File: src/common/prc_pkg.sv
// Constants, types and decode helpers for the receive statistics register bank
`default_nettype none
package prc_pkg;
  // Bus and register widths
  localparam int AXI_AW = 32;
  localparam int AXI_DW = 32;
  localparam int REG_W = 16;
  localparam int FAULT_CNT_W = 8;
  localparam int CRC_CNT_W = 16;
  localparam int EXP_AW = 8;
  localparam int EXP_DEPTH = 256;
  // Register indices; byte address is four times the index
  localparam logic [7:0] CNT_IDX = 8'h28;
  localparam logic [7:0] DATA_IDX = 8'h2A;
  localparam logic [7:0] ACC_IDX = 8'h2E;
  localparam logic [7:0] CTRL_IDX = 8'h3C;
  localparam int IDX_LSB = 2;
  localparam int IDX_MSB = 9;
  // Field positions
  localparam int SEL_BIT = 15;
  localparam int MODE_BIT = 9;
  localparam int EXP_SEL_HI = 11;
  localparam int EXP_SEL_LO = 8;
  localparam int EXP_NUM_HI = 7;
  // Field values
  localparam logic [3:0] EXP_SEL_OPEN = 4'hF;
  localparam logic [7:0] EXP_INT_NUM = 8'h00;
  localparam logic [7:0] FAULT_MAX = 8'hFF;
  localparam logic [15:0] CRC_MAX = 16'hFFFF;
  // Values after reset
  localparam logic [15:0] REG_RST = 16'h0000;
  localparam logic [7:0] FAULT_RST = 8'h00;
  localparam logic [1:0] LVL_RST = 2'h0;
  // Bus responses
  localparam logic [1:0] RESP_OKAY = 2'h0;
  localparam logic [1:0] RESP_SLVERR = 2'h2;

  typedef enum logic [2:0] {REG_NONE, REG_CNT, REG_DATA, REG_ACC, REG_CTRL} prc_reg_e;
  typedef enum logic [1:0] {RD_IDLE, RD_MEM, RD_RESP} prc_rd_state_e;

  // Byte address to register; anything off the word grid or above the map is unmapped
  function automatic prc_reg_e prc_decode(input logic [AXI_AW-1:0] addr);
    logic [7:0] idx;
    idx = addr[IDX_MSB:IDX_LSB];
    if (addr[AXI_AW-1:IDX_MSB+1] != 22'h000000 || addr[1:0] != 2'h0)
      return REG_NONE;
    else if (idx == CNT_IDX)
      return REG_CNT;
    else if (idx == DATA_IDX)
      return REG_DATA;
    else if (idx == ACC_IDX)
      return REG_ACC;
    else if (idx == CTRL_IDX)
      return REG_CTRL;
    else
      return REG_NONE;
  endfunction

  // Byte-lane merge of a write into a 16-bit register
  function automatic logic [REG_W-1:0] prc_merge(input logic [REG_W-1:0] old_v,
                                                 input logic [REG_W-1:0] new_v, input logic [1:0] strb);
    prc_merge = {strb[1] ? new_v[15:8] : old_v[15:8], strb[0] ? new_v[7:0] : old_v[7:0]};
  endfunction
endpackage
`default_nettype wire

File: src/common/prc_mem_if.sv
// Port bundle between the register bank and the expansion register store
`timescale 1ns/100ps
`default_nettype none
interface prc_mem_if;
  logic we;
  logic [7:0] addr;
  logic [15:0] wdata;
  logic [15:0] rdata;
  modport host (output we, output addr, output wdata, input rdata);
  modport mem (input we, input addr, input wdata, output rdata);
endinterface
`default_nettype wire

File: src/logic/prc_sat_counter.sv
// Saturating clear-on-read event counter
`timescale 1ns/100ps
`default_nettype none
module prc_sat_counter #(
  parameter int W = 8
) (
  input wire logic clk_i,
  input wire logic reset_i,
  input wire logic inc_i,
  input wire logic clr_i,
  output logic [W-1:0] count_o
);
  localparam logic [W-1:0] ONE = {{(W-1){1'b0}}, 1'b1};
  localparam logic [W-1:0] ALL = {W{1'b1}};

  // Clear on read; an event in the clearing cycle still counts
  // hold at max
  always_ff @(posedge clk_i)
  begin
    if (reset_i)
      count_o <= '0;
    else if (clr_i)
      count_o <= inc_i ? ONE : '0;
    else if (inc_i && count_o != ALL)
      count_o <= count_o + ONE;
  end
endmodule
`default_nettype wire

File: src/logic/prc_exp_mem.sv
// Expansion register store with registered read data
`timescale 1ns/100ps
`default_nettype none
module prc_exp_mem (
  input wire logic clk_i,
  prc_mem_if.mem mem_p
);
  import prc_pkg::*;
  logic [REG_W-1:0] store [EXP_DEPTH];

  // Write port; read data lags the address by one edge
  always_ff @(posedge clk_i)
  begin
    if (mem_p.we)
      store[mem_p.addr] <= mem_p.wdata;
    mem_p.rdata <= store[mem_p.addr];
  end
endmodule
`default_nettype wire

File: src/logic/prc_rx_stat_regs.sv
// AXI4-Lite register bank: receive fault and CRC counters plus expansion window
//
// The AXI4-Lite register port is this design's own decision.
`timescale 1ns/100ps
`default_nettype none

module prc_rx_stat_regs (
  input wire logic clk_i,
  input wire logic reset_i,
  input wire logic s_axi_awvalid_i,
  output logic s_axi_awready_o,
  input wire logic [prc_pkg::AXI_AW-1:0] s_axi_awaddr_i,
  input wire logic s_axi_wvalid_i,
  output logic s_axi_wready_o,
  input wire logic [prc_pkg::AXI_DW-1:0] s_axi_wdata_i,
  input wire logic [3:0] s_axi_wstrb_i,
  output logic s_axi_bvalid_o,
  input wire logic s_axi_bready_i,
  output logic [1:0] s_axi_bresp_o,
  input wire logic s_axi_arvalid_i,
  output logic s_axi_arready_o,
  input wire logic [prc_pkg::AXI_AW-1:0] s_axi_araddr_i,
  output logic s_axi_rvalid_o,
  input wire logic s_axi_rready_i,
  output logic [prc_pkg::AXI_DW-1:0] s_axi_rdata_o,
  output logic [1:0] s_axi_rresp_o,
  input wire logic local_rx_fault_i,
  input wire logic remote_rx_fault_i,
  input wire logic rx_crc_err_i,
  input wire logic [prc_pkg::REG_W-1:0] exp_int_status_i
);
  import prc_pkg::*;

  logic [REG_W-1:0] acc_reg;
  logic [REG_W-1:0] ctrl_reg;
  logic aw_full;
  logic w_full;
  prc_reg_e aw_reg;
  logic [REG_W-1:0] w_data;
  logic [1:0] w_strb;
  logic bvalid;
  logic [1:0] bresp;
  prc_rd_state_e rd_state;
  logic [REG_W-1:0] rdata;
  logic [1:0] rresp;
  logic rd_exp_zero;
  logic [1:0] fault_lvl;
  logic [1:0] fault_prev;
  logic [1:0] fault_inc;
  logic [FAULT_CNT_W-1:0] fault_cnt [2];
  logic [CRC_CNT_W-1:0] crc_cnt;
  logic crc_inc;
  logic cnt_live;
  logic view_crc;
  logic window_open;
  logic wr_fire;
  logic ar_take;
  prc_reg_e ar_reg;
  logic rd_clr;
  logic rd_clr_f;
  logic rd_clr_c;
  logic [REG_W-1:0] cnt_view;

  prc_mem_if mem_bus ();

  prc_exp_mem u_mem (
    .clk_i(clk_i),
    .mem_p(mem_bus.mem)
  );

  // Mode and view decode from the control register
  assign cnt_live = ~ctrl_reg[MODE_BIT];
  assign view_crc = ctrl_reg[SEL_BIT];
  assign window_open = acc_reg[EXP_SEL_HI:EXP_SEL_LO] == EXP_SEL_OPEN;

  // Bus handshakes; one read and one write in flight at most
  assign s_axi_awready_o = ~aw_full;
  assign s_axi_wready_o = ~w_full;
  assign s_axi_bvalid_o = bvalid;
  assign s_axi_bresp_o = bresp;
  assign s_axi_arready_o = rd_state == RD_IDLE;
  assign s_axi_rvalid_o = rd_state == RD_RESP;
  assign s_axi_rdata_o = {16'h0000, rdata};
  assign s_axi_rresp_o = rresp;
  assign wr_fire = aw_full & w_full & ~bvalid;
  assign ar_take = s_axi_arvalid_i & (rd_state == RD_IDLE);
  assign ar_reg = prc_decode(s_axi_araddr_i);

  // clear only the counters the read shows
  assign rd_clr = ar_take & (ar_reg == REG_CNT) & cnt_live;
  assign rd_clr_f = rd_clr & ~view_crc;
  assign rd_clr_c = rd_clr & view_crc;

  // Index 1 is the local receiver, index 0 the remote one
  assign fault_lvl = {local_rx_fault_i, remote_rx_fault_i};

  // Previous fault level for entry detection
  always_ff @(posedge clk_i)
  begin
    if (reset_i)
      fault_prev <= LVL_RST;
    else
      fault_prev <= fault_lvl;
  end

  // Fault counters; a long fault must not run the count up
  for (genvar g = 0; g < 2; g++)
  begin : g_fault
    assign fault_inc[g] = cnt_live & ~view_crc & fault_lvl[g] & ~fault_prev[g];
    prc_sat_counter #(.W(FAULT_CNT_W)) u_cnt (
      .clk_i(clk_i),
      .reset_i(reset_i),
      .inc_i(fault_inc[g]),
      .clr_i(rd_clr_f),
      .count_o(fault_cnt[g])
    );
  end

  assign crc_inc = cnt_live & view_crc & rx_crc_err_i;
  prc_sat_counter #(.W(CRC_CNT_W)) u_crc (
    .clk_i(clk_i),
    .reset_i(reset_i),
    .inc_i(crc_inc),
    .clr_i(rd_clr_c),
    .count_o(crc_cnt)
  );

  assign cnt_view = view_crc ? crc_cnt : {fault_cnt[1], fault_cnt[0]};

  // window number drives the store address
  assign mem_bus.addr = acc_reg[EXP_NUM_HI:0];
  assign mem_bus.wdata = w_data;
  // entry zero is live status, so writes to it are dropped
  assign mem_bus.we = wr_fire & (aw_reg == REG_DATA) & window_open & (acc_reg[EXP_NUM_HI:0] != EXP_INT_NUM)
                      & (w_strb == 2'h3);

  // Write address and data are latched independently, then applied together
  // An unmapped write still answers, with an error code, so the master never hangs
  always_ff @(posedge clk_i)
  begin
    if (reset_i)
    begin
      aw_full <= 1'b0;
      w_full <= 1'b0;
      aw_reg <= REG_NONE;
      w_data <= REG_RST;
      w_strb <= 2'h0;
      bvalid <= 1'b0;
      bresp <= RESP_OKAY;
    end
    else
    begin
      if (s_axi_awvalid_i && !aw_full)
      begin
        aw_full <= 1'b1;
        aw_reg <= prc_decode(s_axi_awaddr_i);
      end
      else if (wr_fire)
        aw_full <= 1'b0;
      if (s_axi_wvalid_i && !w_full)
      begin
        w_full <= 1'b1;
        w_data <= s_axi_wdata_i[REG_W-1:0];
        w_strb <= s_axi_wstrb_i[1:0];
      end
      else if (wr_fire)
        w_full <= 1'b0;
      if (wr_fire)
      begin
        bvalid <= 1'b1;
        bresp <= (aw_reg == REG_NONE) ? RESP_SLVERR : RESP_OKAY;
      end
      else if (bvalid && s_axi_bready_i)
        bvalid <= 1'b0;
    end
  end

  // Access register; reserved top bits are stored as written
  always_ff @(posedge clk_i)
  begin
    if (reset_i)
      acc_reg <= REG_RST;
    else if (wr_fire && aw_reg == REG_ACC)
      acc_reg <= prc_merge(acc_reg, w_data, w_strb);
  end

  // Control register: counting mode and view select
  always_ff @(posedge clk_i)
  begin
    if (reset_i)
      ctrl_reg <= REG_RST;
    else if (wr_fire && aw_reg == REG_CTRL)
      ctrl_reg <= prc_merge(ctrl_reg, w_data, w_strb);
  end

  // Read path; expansion reads take an extra edge for the store's read register
  always_ff @(posedge clk_i)
  begin
    if (reset_i)
    begin
      rd_state <= RD_IDLE;
      rdata <= REG_RST;
      rresp <= RESP_OKAY;
      rd_exp_zero <= 1'b0;
    end
    else
    begin
      case (rd_state)
        RD_IDLE:
        begin
          if (ar_take)
          begin
            rresp <= RESP_OKAY;
            rd_exp_zero <= acc_reg[EXP_NUM_HI:0] == EXP_INT_NUM;
            rd_state <= (ar_reg == REG_DATA && window_open) ? RD_MEM : RD_RESP;
            if (ar_reg == REG_CNT)
              rdata <= cnt_live ? cnt_view : REG_RST;
            else if (ar_reg == REG_ACC)
              rdata <= acc_reg;
            else if (ar_reg == REG_CTRL)
              rdata <= ctrl_reg;
            else if (ar_reg == REG_DATA)
              rdata <= REG_RST;
            else
            begin
              rdata <= REG_RST;
              rresp <= RESP_SLVERR;
            end
          end
        end
        RD_MEM:
        begin
          rdata <= rd_exp_zero ? exp_int_status_i : mem_bus.rdata;
          rd_state <= RD_RESP;
        end
        RD_RESP:
        begin
          if (s_axi_rready_i)
            rd_state <= RD_IDLE;
        end
        default:
          rd_state <= RD_IDLE;
      endcase
    end
  end
endmodule
`default_nettype wire

File: config.mk
export PLATFORM = sky130hd
export DESIGN_NAME = prc_rx_stat_regs
export DESIGN_NICKNAME = d
export VERILOG_FILES = /design/src/common/prc_pkg.sv /design/src/common/prc_mem_if.sv /design/src/logic/prc_sat_counter.sv /design/src/logic/prc_exp_mem.sv /design/src/logic/prc_rx_stat_regs.sv
export SDC_FILE = /design/constraint.sdc
export NUM_CORES = 2
export LEC_CHECK = 0
export BUFFER_PORTS_ARGS = -buffer_cell sky130_fd_sc_hd__buf_2
export CORE_ASPECT_RATIO = 1.4
export CORE_UTILIZATION = 36
export CTS_CLUSTER_DIAMETER = 100
export DETAILED_ROUTE_END_ITERATION = 8
export SYNTH_ARGS = -nofsm -noshare
export SYNTH_HDL_FRONTEND = slang
export SYNTH_SLANG_ARGS = --single-unit
File: constraint.sdc
create_clock -name clk_i -period 4.29 [get_ports clk_i]
set_input_delay 0.858 -clock clk_i [delete_from_list [all_inputs] [get_ports clk_i]]
set_output_delay 0.858 -clock clk_i [all_outputs]
set_load 0.01 [all_outputs]
==> flow_metrics.env <==
export IMPL_grt_util_all_layers_pct=20.3
export IMPL_synth_top_flop_cell="edfxtp_1"
export IMPL_min_path_cells=2
export IMPL_ys_async_sr_fraction_pct=0
export IMPL_synth_xor_area_share_pct=0.151
export IMPL_cp_startpoint="acc_reg[0]$_SDFFE_PP0P_"
export IMPL_synth_compound_area_share_pct=1.60
export IMPL_grt_pass1_vias=81649
export IMPL_wirelength_um=469000
export IMPL_area_growth_pct=16.1
export IMPL_synthSimpleGateAreaFrac_pct=2.35
export IMPL_period_share_pct=98.4
export IMPL_synthAdderAreaFrac_pct=0.0231
export IMPL_min_period_ns=4.22
export IMPL_cp_required_ns=5.10
export IMPL_fin_cells=14442
export IMPL_die_h_um=797
export IMPL_grt_max_degree=161
export IMPL_finalSetupViolCount=0
export IMPL_fmax_mhz=237
export IMPL_synthesis_area_mm2=0.163
export IMPL_power_mw=80.5
export IMPL_mostFrequentLayoutCells="4096 x edfxtp_1, 1149 x mux4_2, 575 x buf_4"
export IMPL_path_clk_slew_ns=0.07
export IMPL_worstPathArrival_ns=5.03
export IMPL_gr_total_overflow=0
export IMPL_via_count=81018
export IMPL_p_leak_nw=56.1
export IMPL_max_slew_margin_pct=8.37
export IMPL_grt_pass1_wl_um=649000
export IMPL_dieArea_mm2=0.454
export IMPL_postPlaceCellArea_mm2=0.176
export IMPL_syn_inst=7284
export IMPL_yosys_cell_types_count=71
export IMPL_regMostFlops="u_mem.store"
export IMPL_row_count=291
export IMPL_p_per_area_mw_per_mm2=426
export IMPL_port_buffers=130
export IMPL_antenna_left=0
export IMPL_clk_latency_ns=0.96
export IMPL_ys_warnings_count=0
export IMPL_min_from="reset_i"
export IMPL_dp_slack_ns=0.000791
export IMPL_hp_class="in -> reg"
export IMPL_setup_tns_ns=0
export IMPL_synth_edf_count=4096
export IMPL_muxShareOfSynthArea_pct=17.3
export IMPL_reg2reg_from="acc_reg[0]$_SDFFE_PP0P_"
export IMPL_slew_violations=0
export IMPL_clock_sinks=4223
export IMPL_drive_above_1_share_pct=33.5
export IMPL_gp_congestion=0.951
export IMPL_cts_buffers=369
export IMPL_design_area_mm2=0.189
export IMPL_drv_cap=0
export IMPL_utilization_pct=42.1
export IMPL_clock_root_buffer="clkbuf_16"
export IMPL_antenna_found_initial=26
export IMPL_syn_avg_cell_area_um2=22.3
export IMPL_worst_slew_pin_slew_ns=1.37
export IMPL_io_pins=167
export IMPL_hold_slack_ns=0.139
export IMPL_vias_per_cell=5.61
export IMPL_status="finished clean"
export IMPL_cts_max_level=5
export IMPL_dpl_hpwl_um=293000
export IMPL_worst_setup_path_type="reg -> reg"
export IMPL_setup_ws_ns=0.0683
export IMPL_critPathLaunchType="flop"
export IMPL_cts_tree="yes"
export IMPL_die_w_um=570
export IMPL_crit_fanout=24
export IMPL_ys_seq_area_share_pct=77.2
export IMPL_rr_worst_depth=9
export IMPL_ir_worst_vdd_mv=0.384
export IMPL_avgRoutedWirePerCell_um=32.5
export IMPL_end_kind="flop"
export IMPL_drc_errors=0
export IMPL_coreArea_mm2=0.449
export IMPL_ys_seq_elements=4223
export IMPL_final_common_cell="edfxtp_1"
export IMPL_initial_core_util_pct=36.2
export IMPL_drtIter0Drc=9855
export IMPL_cts_hold_buffers_added=0
export IMPL_dp_cells=13737
export IMPL_finalHoldViolCount=0
export IMPL_synth_top_family_by_area="multiplexers"
export IMPL_clockBufferDepth=4
export IMPL_dr_pass1_iters=6
export IMPL_skew_ns=0.0545
export IMPL_finalNetCount=8241
export IMPL_largest_reg_flops=4096
export IMPL_rsz0062_at_grt="no"
-- metal layers --
metal	vias up	wire length [µm]	track usage, %
met5	-	106	0
met4	12	30600	11.9
met3	865	36200	3.56
met2	3932	233000	34.1
met1	43824	169000	24.6
li1	32385	-	-
-- where the power goes --
group          internal (mW)  switching, mW  leakage [nW]
logic                  0.184          0.740          13.9
registers               45.3          0.241          36.3
clock network           18.8           15.2          5.91
-- critical path, stage by stage, from the launching register on --
cell and delay [ns]:
dfxtp_4 0.39, buf_4 0.23, buf_12 0.20, buf_12 0.25
mux4_2 0.53, mux4_2 0.52, o21ai_0 0.36, buf_4 0.31
nand4_1 0.52, or4_1 0.70
-- timing repair --
| item | CTS | global route |
|---|---|---|
| setup buffers | 6 | 4 |
| resized for setup | 0 | 2 |
| pin swaps | 0 | 0 |
| setup endpoints to repair | 1 | 1 |
-- area by class of cell --
type / count / area, µm²
fillers: 38448 / 260000
flip-flops and latches: 4223 / 126000
multi-input cells: 2665 / 35600
clock buffers: 438 / 9650
repair buffers: 844 / 7750
well taps: 6006 / 7510
clock inverters: 237 / 2510
diodes: 20 / 50.0
inverters: 9 / 41.3
-- Yosys cell counts, types with 13 or more instances --
cell,number,area (µm²)
buf_1,53,199
xor2_1,13,114
buf_4,72,541
mux2i_1,201,2010
mux2_2,22,248
nor3_1,28,140
edfxtp_1,4096,123000
o22ai_1,60,375
nor2_1,412,1550
nand3_1,46,230
a311oi_1,16,140
o21ai_0,24,120
nand2_1,187,702
nand4_1,29,181
nand2b_1,22,138
buf_6,20,225
dfxtp_1,127,2540
a21oi_1,81,405
mux4_2,1149,25900
nor2b_1,17,106
nor4_1,36,225
a211o_1,20,175
clkbuf_1,137,514
buf_2,136,681
a22oi_1,117,878
xnor2_1,15,131
-- kinds of logic (layout without fill, tap and decap cells) --
group | count (synthesis) | in the layout
AOI/OAI and AO/OA | 380 | 380
xor gates and xnor gates | 28 | 28
adders and majority gates | 3 | 3
buffers and inverters | 429 | 1528
DFF | 4223 | 4223
muxes | 1372 | 1372
other | 1 | 54
and+or+nand+nor | 848 | 848
-- final timing paths --
| check | end | slack [ns] |
|---|---|---|
| worst max-delay path | u_mem.mem_p.rdata[13]$_DFF_P_ | 0.07 |
| worst min-delay path | s_axi_rresp_o[1]$_SDFFE_PP0P_ | 0.14 |
| worst max register to register | u_mem.mem_p.rdata[13]$_DFF_P_ | 0.07 |
| worst min register to register | w_strb[0]$_SDFFE_PP0P_ | 0.49 |
Note: power is estimated with default switching activity, not from simulation.
